===== src/core/epp_consts.svh =====
// Register indices, field positions, reset values and read-back ones of the EPP handshake engine.
`ifndef EPP_CONSTS_SVH
`define EPP_CONSTS_SVH

`define IDX_DTR         4'h0
`define IDX_STR         4'h1
`define IDX_CTL         4'h2
`define IDX_ADDR        4'h3
`define IDX_DATA0       4'h4
`define IDX_DATA3       4'h7
`define IDX_PCR         4'h8
`define IDX_FCR         4'h9
`define IDX_PTR         4'ha

`define PCR_EPP_EN_BIT  0
`define PCR_REV19_BIT   1
`define FCR_ZWS_EN_BIT  5
`define FCR_ZWS_DIS_BIT 6
`define PTR_DIRCTL_BIT  7
`define CTL_STB_BIT     0
`define CTL_AFD_BIT     1
`define CTL_INIT_BIT    2
`define CTL_LEGACY_SELECTIN_LINE_BIT    3
`define CTL_DIR_BIT     5

`define CTL_RESET       8'h00
`define CTL_RD_ONES     8'hc0
`define PCR_RESET       8'h00
`define FCR_RESET       8'h00
`define PTR_RESET       8'h00
`define DTR_RESET       8'h00

`endif


===== src/core/epp_pkg.sv =====
// Types shared by the EPP handshake engine.
package epp_pkg;

    typedef enum logic [3:0] {
        ST_IDLE,
        ST_SETUP,
        ST_STROBE,
        ST_W19_WAITLO,
        ST_R19_WAITLO,
        ST_STROBE19,
        ST_ACK,
        ST_END17,
        ST_TAIL19
    } epp_state_t;

    typedef struct packed {
        logic write_n;
        logic addr_strobe_n;
        logic data_strobe_n;
    } epp_ctl_lines_t;

endpackage


===== src/core/epp_handshake_engine.sv =====
// EPP transfer engine: Avalon-MM register port turned into EPP handshake cycles.
`timescale 1ns/100ps
`include "epp_consts.svh"

module epp_handshake_engine
    import epp_pkg::*;
(
    input  wire logic        CLK_SYS,
    input  wire logic        RST,
    input  wire logic [5:0]  AVS_ADDRESS,
    input  wire logic        AVS_READ,
    input  wire logic        AVS_WRITE,
    input  wire logic [31:0] AVS_WRITEDATA,
    output logic      [31:0] AVS_READDATA,
    output logic             AVS_WAITREQUEST,
    output logic             IOCHRDY,
    output logic             ZERO_WAIT_GRANT_N,
    input  wire logic        WAIT_N,
    input  wire logic [7:0]  PERIPH_DATA_I,
    output logic      [7:0]  PERIPH_DATA_O,
    output logic             PERIPH_DATA_OE,
    output logic             LEGACY_STROBE_LINE_O,
    output logic             LEGACY_AUTOFEED_LINE_O,
    output logic             LEGACY_SELECTIN_LINE_O,
    output logic             INIT_LINE_O
);

    epp_state_t     state_q;
    epp_ctl_lines_t lines_q;
    logic           wait_m_q;
    logic           wait_s_q;
    logic [7:0]     pd_m_q;
    logic [7:0]     pd_s_q;
    logic [7:0]     pd_out_q;
    logic           pd_oe_q;
    logic [7:0]     rdata_q;
    logic [7:0]     port_ctl_reg_q;
    logic [7:0]     port_cfg_reg_q;
    logic [7:0]     func_cfg_reg_q;
    logic [7:0]     port_tweak_reg_q;
    logic           sel_addr_q;
    logic           is_read_q;
    logic           saw_low_q;
    logic           zws_q;
    logic [1:0]     dwell_q;
    logic [3:0]     idx;
    logic           epp_en;
    logic           rev19;
    logic           zws_en;
    logic           req;
    logic           epp_req;

    function automatic logic is_epp_idx(input logic [3:0] i);
        is_epp_idx = (i >= `IDX_ADDR) && (i <= `IDX_DATA3);
    endfunction

    assign idx     = AVS_ADDRESS[5:2];
    assign req     = AVS_READ | AVS_WRITE;
    assign epp_en  = port_cfg_reg_q[`PCR_EPP_EN_BIT];
    assign rev19   = port_cfg_reg_q[`PCR_REV19_BIT] & epp_en;
    assign zws_en  = func_cfg_reg_q[`FCR_ZWS_EN_BIT] & ~func_cfg_reg_q[`FCR_ZWS_DIS_BIT];
    assign epp_req = req & epp_en & is_epp_idx(idx);

    // Only the second stage is read; the first may be metastable.
    always_ff @(posedge CLK_SYS)
    begin
        if (RST)
        begin
            wait_m_q <= 1'b1;
            wait_s_q <= 1'b1;
            pd_m_q   <= 8'h00;
            pd_s_q   <= 8'h00;
        end
        else
        begin
            wait_m_q <= WAIT_N;
            wait_s_q <= wait_m_q;
            pd_m_q   <= PERIPH_DATA_I;
            pd_s_q   <= pd_m_q;
        end
    end

    // Handshake sequencer and the peripheral control lines.
    always_ff @(posedge CLK_SYS)
    begin
        if (RST)
        begin
            state_q    <= ST_IDLE;
            lines_q    <= '{write_n: 1'b1, addr_strobe_n: 1'b1, data_strobe_n: 1'b1};
            sel_addr_q <= 1'b0;
            is_read_q  <= 1'b0;
            saw_low_q  <= 1'b0;
            zws_q      <= 1'b0;
        end
        else
        begin
            unique case (state_q)
                ST_IDLE:
                begin
                    zws_q     <= 1'b0;
                    saw_low_q <= 1'b0;
                    if (epp_req)
                    begin
                        sel_addr_q <= (idx == `IDX_ADDR);
                        is_read_q  <= AVS_READ;
                        if (rev19 && !zws_en)
                            state_q <= AVS_READ ? ST_R19_WAITLO : ST_W19_WAITLO;
                        else if (AVS_WRITE)
                        begin
                            lines_q.write_n <= 1'b0;
                            state_q         <= ST_SETUP;
                        end
                        else
                        begin
                            if (idx == `IDX_ADDR)
                                lines_q.addr_strobe_n <= 1'b0;
                            else
                                lines_q.data_strobe_n <= 1'b0;
                            state_q <= ST_STROBE;
                        end
                    end
                    else if (req)
                        state_q <= ST_ACK;
                end
                ST_SETUP:
                begin
                    // Strobe follows write by a whole cycle so data is settled first.
                    if (sel_addr_q)
                        lines_q.addr_strobe_n <= 1'b0;
                    else
                        lines_q.data_strobe_n <= 1'b0;
                    state_q <= ST_STROBE;
                end
                ST_STROBE:
                begin
                    if (!wait_s_q)
                        saw_low_q <= 1'b1;
                    else if (dwell_q == 2'h3)
                    begin
                        zws_q   <= zws_en & ~saw_low_q;
                        state_q <= ST_ACK;
                    end
                end
                ST_W19_WAITLO:
                begin
                    if (!wait_s_q)
                    begin
                        lines_q.write_n <= 1'b0;
                        if (sel_addr_q)
                            lines_q.addr_strobe_n <= 1'b0;
                        else
                            lines_q.data_strobe_n <= 1'b0;
                        state_q <= ST_STROBE19;
                    end
                end
                ST_R19_WAITLO:
                begin
                    if (!wait_s_q)
                    begin
                        if (sel_addr_q)
                            lines_q.addr_strobe_n <= 1'b0;
                        else
                            lines_q.data_strobe_n <= 1'b0;
                        state_q <= ST_STROBE19;
                    end
                end
                ST_STROBE19:
                begin
                    if (wait_s_q)
                    begin
                        lines_q.addr_strobe_n <= 1'b1;
                        lines_q.data_strobe_n <= 1'b1;
                        state_q               <= ST_ACK;
                    end
                end
                ST_ACK:
                begin
                    if (!epp_en || !is_epp_idx(idx) || (state_q == ST_ACK && !lines_q.write_n && rev19 && !zws_en
                        && is_read_q))
                        state_q <= ST_IDLE;
                    else if (rev19 && !zws_en)
                        state_q <= is_read_q ? ST_IDLE : ST_TAIL19;
                    else
                        state_q <= ST_END17;
                    if (!(rev19 && !zws_en))
                    begin
                        lines_q.write_n       <= 1'b1;
                        lines_q.addr_strobe_n <= 1'b1;
                        lines_q.data_strobe_n <= 1'b1;
                    end
                end
                ST_END17:
                begin
                    state_q <= ST_IDLE;
                end
                ST_TAIL19:
                begin
                    if (port_tweak_reg_q[`PTR_DIRCTL_BIT] && port_ctl_reg_q[`CTL_DIR_BIT])
                    begin
                        lines_q.write_n <= 1'b1;
                        state_q         <= ST_IDLE;
                    end
                    else if (!wait_s_q)
                    begin
                        if (!(AVS_WRITE && epp_en && is_epp_idx(idx)))
                            lines_q.write_n <= 1'b1;
                        state_q <= ST_IDLE;
                    end
                end
                default:
                    state_q <= ST_IDLE;
            endcase
        end
    end

    // A strobe phase lasts at least four cycles, so the synchronised wait line and data show
    // what the peripheral did after the strobe fell; the price is a longer zero-wait host cycle.
    always_ff @(posedge CLK_SYS)
    begin
        if (RST)
            dwell_q <= 2'h0;
        else if (state_q != ST_STROBE)
            dwell_q <= 2'h0;
        else if (dwell_q != 2'h3)
            dwell_q <= dwell_q + 2'h1;
    end

    // Peripheral data latch and its drive enable.
    always_ff @(posedge CLK_SYS)
    begin
        if (RST)
        begin
            pd_out_q <= `DTR_RESET;
            pd_oe_q  <= 1'b1;
        end
        else if (state_q == ST_IDLE && epp_req)
        begin
            if (AVS_WRITE && !(rev19 && !zws_en))
            begin
                pd_out_q <= AVS_WRITEDATA[7:0];
                pd_oe_q  <= 1'b1;
            end
            else if (AVS_READ)
                pd_oe_q <= 1'b0;
        end
        else if (state_q == ST_W19_WAITLO && !wait_s_q)
        begin
            pd_out_q <= AVS_WRITEDATA[7:0];
            pd_oe_q  <= 1'b1;
        end
        else if (state_q == ST_ACK && AVS_WRITE && idx == `IDX_DTR && lines_q.write_n)
        begin
            pd_out_q <= AVS_WRITEDATA[7:0];
            pd_oe_q  <= 1'b1;
        end
    end

    // Software registers, written at the edge that accepts the access, a cycle before it completes.
    always_ff @(posedge CLK_SYS)
    begin
        if (RST)
        begin
            port_ctl_reg_q   <= `CTL_RESET;
            port_cfg_reg_q   <= `PCR_RESET;
            func_cfg_reg_q   <= `FCR_RESET;
            port_tweak_reg_q <= `PTR_RESET;
        end
        else if (state_q == ST_IDLE && req && !epp_req && AVS_WRITE)
        begin
            // Bits 0, 1 and 3 need no clearing before EPP use; while epp_en is set the sequencer drives those lines.
            if (idx == `IDX_CTL)
                port_ctl_reg_q <= AVS_WRITEDATA[7:0];
            if (idx == `IDX_PCR)
                port_cfg_reg_q <= AVS_WRITEDATA[7:0];
            if (idx == `IDX_FCR)
                func_cfg_reg_q <= AVS_WRITEDATA[7:0];
            if (idx == `IDX_PTR)
                port_tweak_reg_q <= AVS_WRITEDATA[7:0];
        end
    end

    // Read data is captured one cycle ahead so the bus sees a flop.
    always_ff @(posedge CLK_SYS)
    begin
        if (RST)
            rdata_q <= 8'h00;
        else if (state_q == ST_STROBE && wait_s_q)
            rdata_q <= pd_s_q;
        else if (state_q == ST_STROBE19 && wait_s_q)
            rdata_q <= pd_s_q;
        else if (state_q == ST_IDLE && req && !epp_req)
        begin
            unique case (idx)
                `IDX_DTR: rdata_q <= pd_s_q;
                `IDX_STR: rdata_q <= {~wait_s_q, 7'h00};
                `IDX_CTL: rdata_q <= port_ctl_reg_q | `CTL_RD_ONES;
                `IDX_PCR: rdata_q <= port_cfg_reg_q;
                `IDX_FCR: rdata_q <= func_cfg_reg_q;
                `IDX_PTR: rdata_q <= port_tweak_reg_q;
                default:  rdata_q <= 8'h00;
            endcase
        end
    end

    assign AVS_WAITREQUEST   = (state_q != ST_ACK);
    assign AVS_READDATA      = (state_q == ST_ACK) ? {24'h000000, rdata_q} : 32'h00000000;
    assign IOCHRDY           = ~(((state_q == ST_STROBE || (state_q == ST_SETUP && !zws_en)) && !wait_s_q)
                               || state_q == ST_W19_WAITLO || state_q == ST_R19_WAITLO
                               || state_q == ST_STROBE19);
    assign ZERO_WAIT_GRANT_N = ~(state_q == ST_ACK && zws_q);
    assign PERIPH_DATA_O     = pd_out_q;
    assign PERIPH_DATA_OE    = pd_oe_q;

    // In EPP mode hardware owns the strobe, autofeed and select-in lines; otherwise they follow the control register, as INIT always does.
    assign LEGACY_STROBE_LINE_O   = epp_en ? lines_q.write_n : ~port_ctl_reg_q[`CTL_STB_BIT];
    assign LEGACY_AUTOFEED_LINE_O = epp_en ? lines_q.data_strobe_n : ~port_ctl_reg_q[`CTL_AFD_BIT];
    assign LEGACY_SELECTIN_LINE_O = epp_en ? lines_q.addr_strobe_n : ~port_ctl_reg_q[`CTL_LEGACY_SELECTIN_LINE_BIT];
    assign INIT_LINE_O            = port_ctl_reg_q[`CTL_INIT_BIT];

endmodule // epp_handshake_engine


===== config.mk =====
export PLATFORM = sky130hd
export DESIGN_NAME = epp_handshake_engine
export DESIGN_NICKNAME = d
export VERILOG_FILES = /design/src/core/epp_pkg.sv /design/src/core/epp_handshake_engine.sv
export VERILOG_INCLUDE_DIRS = /design/src /design/src/core
export SDC_FILE = /design/constraint.sdc
export NUM_CORES = 1
export LEC_CHECK = 0
export ABC_AREA = 1
export BUFFER_PORTS_ARGS = -buffer_cell sky130_fd_sc_hd__buf_2
export CAP_MARGIN = 0
export CORE_MARGIN = 1.5
export CORE_UTILIZATION = 45
export CTS_BUF_LIST = sky130_fd_sc_hd__clkbuf_4 sky130_fd_sc_hd__clkbuf_8 sky130_fd_sc_hd__clkbuf_16
export DETAILED_ROUTE_END_ITERATION = 10
export PLACE_DENSITY_LB_ADDON = 0.08
export SKIP_LAST_GASP = 1
export SYNTH_ARGS = -nofsm -noshare
export SYNTH_HDL_FRONTEND = slang
export SYNTH_SLANG_ARGS = --single-unit

===== constraint.sdc =====
create_clock -name CLK_SYS -period 1.75 [get_ports CLK_SYS]
set_clock_uncertainty 0.05 [all_clocks]
set_input_delay 0.35 -clock CLK_SYS [delete_from_list [all_inputs] [get_ports CLK_SYS]]
set_output_delay 0.35 -clock CLK_SYS [all_outputs]
set_load 0.005 [all_outputs]

==> impl_metrics.tcl <==
set metrics [dict create \
    seqPwrFrac_pct 35.0 \
    ff2ff_path_depth 10 \
    synth-compound-area-share_pct 14.1 \
    start_kind "flop" \
    final.setup.tns_ns -0.504 \
    synth-simple-area-share_pct 30.8 \
    diodes 0 \
    core_um2 8850 \
    syn_inst 630 \
    synth_top_family_by_area "simple AND/OR/NAND/NOR gates" \
    holdCritPathClass "input pin to flop" \
    fin_ws_ns -0.0738 \
    grtUsageTotal_pct 23.0 \
    area_delta_synth_final_pct 30.6 \
    setup_viol 9 \
    status "finished, violations left" \
    p_comb_share_pct 42.1 \
    num_rows 34 \
    pwr-share-clk_pct 22.9 \
    synth_seq_cells 78 \
    multi_input_area_um2 2270 \
    drcViolationCount 0 \
    power.net_switching_mw 2.22 \
    dr.pass1.iters 5 \
    dp_hpwl_um 8130 \
    drv_slew 0 \
    synth-xor-area-share_pct 0.210 \
    io_buffers 48 \
    synthDistinctLibCells 34 \
    io_pins 99 \
    internal-power_mw 3.62 \
    register_area_um2 1580 \
    die_w_um 99.3 \
    layout-drive-gt1-share_pct 28.9 \
    h-tree-depth 3 \
    critPathMaxFanout 4 \
    via_count 4202 \
    failed_checks "setup timing" \
    drtAntennaViolNets 0 \
    final_hold_viol_count 0 \
    rsz0062_at_grt "yes" \
    final.min_clock_period_ns 1.82 \
    cp.arrival_ns 1.42 \
    drt_iter0_markers 143 \
    clk_path_buf_depth 2 \
    max_stage_delay_ns 0.41 \
    ys_warn_count 0 \
    cts_made_buffers 9 \
    grt-ovfl-total 0 \
    finish.utilization_pct 61.6 \
    cp_cell_sequence "inv_1 > nand2_1 > nor2_1 > a211oi_2 > buf_2" \
    cp-end-kind "output pin" \
    synthAdderAreaFrac_pct 0.300 \
    hold_depth 2 \
    peakVddDrop_mv 0.462 \
    fillers 867 \
    layout_common_cells "107 x nand2_1, 102 x inv_1, 74 x dfxtp_1" \
    synth.mux.area_fraction_pct 0 \
    clock_latency_ns 0.36 \
    leakage_nw 2.49 \
    antenna_found_initial 0 \
    die_h_um 99.3 \
    cts-root-buf "clkbuf_8" \
    dieArea_um2 9850 \
    gp_congestion 0.926 \
    grt_pass1_wl_um 17900 \
    worstSetupPathType "flop to output pin" \
    detail_route.wl_per_cell_um 13.6 \
    switching_share_pct 38.1 \
    fmax_mhz 548 \
    maxCapViolCount 0 \
    grt_pass1_vias 3775 \
    grt_max_degree 38 \
    nNetsFinal 792 \
    routed_wirelength_um 11600 \
    cp.required_ns 1.35 \
    clock_sinks 78 \
    r2r_slack_ns 0 \
    netlist_area_um2 4170 \
    power.density_nw_per_um2 1070 \
    final_common_cell "nand2_1" \
    cts_hold_buf 0 \
    period_share_pct 104 \
    tritoncts "yes" \
    clk_pin_slew_ns 0.09 \
    synth_seq_area_share_pct 37.4 \
    avgSynthCellArea_um2 6.62 \
    initial_core_util_pct 47.1 \
    cp_slowest_cell "dfxtp_4" \
    via_per_inst 4.93 \
]
cells in the mapped netlist, drive strengths merged:
master / number / area [um^2]
nand4: 3 / 18.8
a21oi: 53 / 273
xor2: 1 / 8.76
buf: 37 / 277
nand3: 64 / 348
clkinv: 2 / 7.51
conb: 1 / 3.75
or2: 2 / 12.5
dfxtp: 78 / 1560
ha: 1 / 12.5
nor2: 85 / 375
a211oi: 2 / 15.0
o211ai: 1 / 7.51
nor3: 3 / 15.0
clkbuf: 7 / 26.3
nand2: 126 / 505
o21ai: 57 / 293
inv: 106 / 403
nand3b: 1 / 7.51
per-layer routing:
layer / vias to the layer above / GRT usage, % / part of all wire [%]
li1: 2156 / - / -
met1: 1944 / 29.1 / 45
met2: 85 / 40.0 / 50
met3: 17 / 4.15 / 3.2
met4: 0 / 6.61 / 1.8
met5: - / 0 / 0
per-stage QoR:
stage	instance area (um^2)	hold slack, ns	instances	worst slack (ns)	total power, mW
after global placement	4690	0.341	810	-0.0240	3.82
after CTS	5020	0.106	832	-0.0527	5.39
after floorplan	4260	0.338	653	0.191	3.19
after detailed placement	4690	0.347	810	-0.0417	3.83
after global routing	5450	0.0916	853	-0.165	6.20
final	5450	0.110	853	-0.0738	5.84
sequential cells by signal, indices dropped and copies added (netlist names):
register	cells
lines_q	3
saw_low_q	1
wait_m_q	1
pd_s_q	8
wait_s_q	1
state_q	4
PERIPH_DATA_OE	1
func_cfg_reg_q	8
port_cfg_reg_q	8
zws_q	1
sel_addr_q	1
is_read_q	1
rdata_q	8
PERIPH_DATA_O	8
port_ctl_reg_q	6
port_tweak_reg_q	8
dwell_q	2
pd_m_q	8
worst max-delay path: cells and delay by family (launching register included):
family,cells,cell delay [ns]
AOI/OAI and AO/OA,1,0.22
DFF,1,0.41
buffers and inverters,2,0.23
and+or+nand+nor,2,0.21
cell families (layout without fill, tap and decap cells):
family	Yosys count	count (layout)
adder cells (fa/ha/maj)	1	1
XOR/XNOR	1	1
flip-flops	78	78
other	1	24
AND/OR/NAND/NOR	284	286
buffers and inverters	152	242
AO/OA/AOI/OAI	113	113
final timing paths:
| path | end | startpoint |
|---|---|---|
| setup / recovery | IOCHRDY | state_q[3] |
| hold / removal | wait_m_q | WAIT_N |
| setup reg to reg | port_cfg_reg_q[7] | state_q[1] |
| hold reg to reg | pd_s_q[4] | pd_m_q[4] |
power groups by stage:
| stage | Combinational, mW | Clock (mW) | Sequential [mW] |
|---|---|---|---|
| 2_1_floorplan | 1.16 | 0 | 2.03 |
| 3_3_place_gp | 1.78 | 0 | 2.04 |
| 3_5_place_dp | 1.78 | 0 | 2.04 |
| 4_1_cts | 1.98 | 1.37 | 2.04 |
| 5_1_grt | 2.68 | 1.45 | 2.06 |
| 6_report | 2.46 | 1.34 | 2.04 |
layout make-up:
cell class | count | area share (%)
Inverter | 108 | 7.67
Sequential cell | 78 | 28.9
Tap cell | 108 | 2.48
Multi-Input combinational cell | 425 | 41.7
Clock buffer | 11 | 2.78
Timing Repair Buffer | 118 | 15.6
Clock inverter | 5 | 0.758
what timing repair did:
action                     4_1_cts  5_1_grt
setup endpoints to repair       39       59
gates resized for setup         35       79
buffers inserted                 7       18
pin swaps                        8       22
cloned                           0        3
No activity file was read; power rests on OpenSTA's default activity.
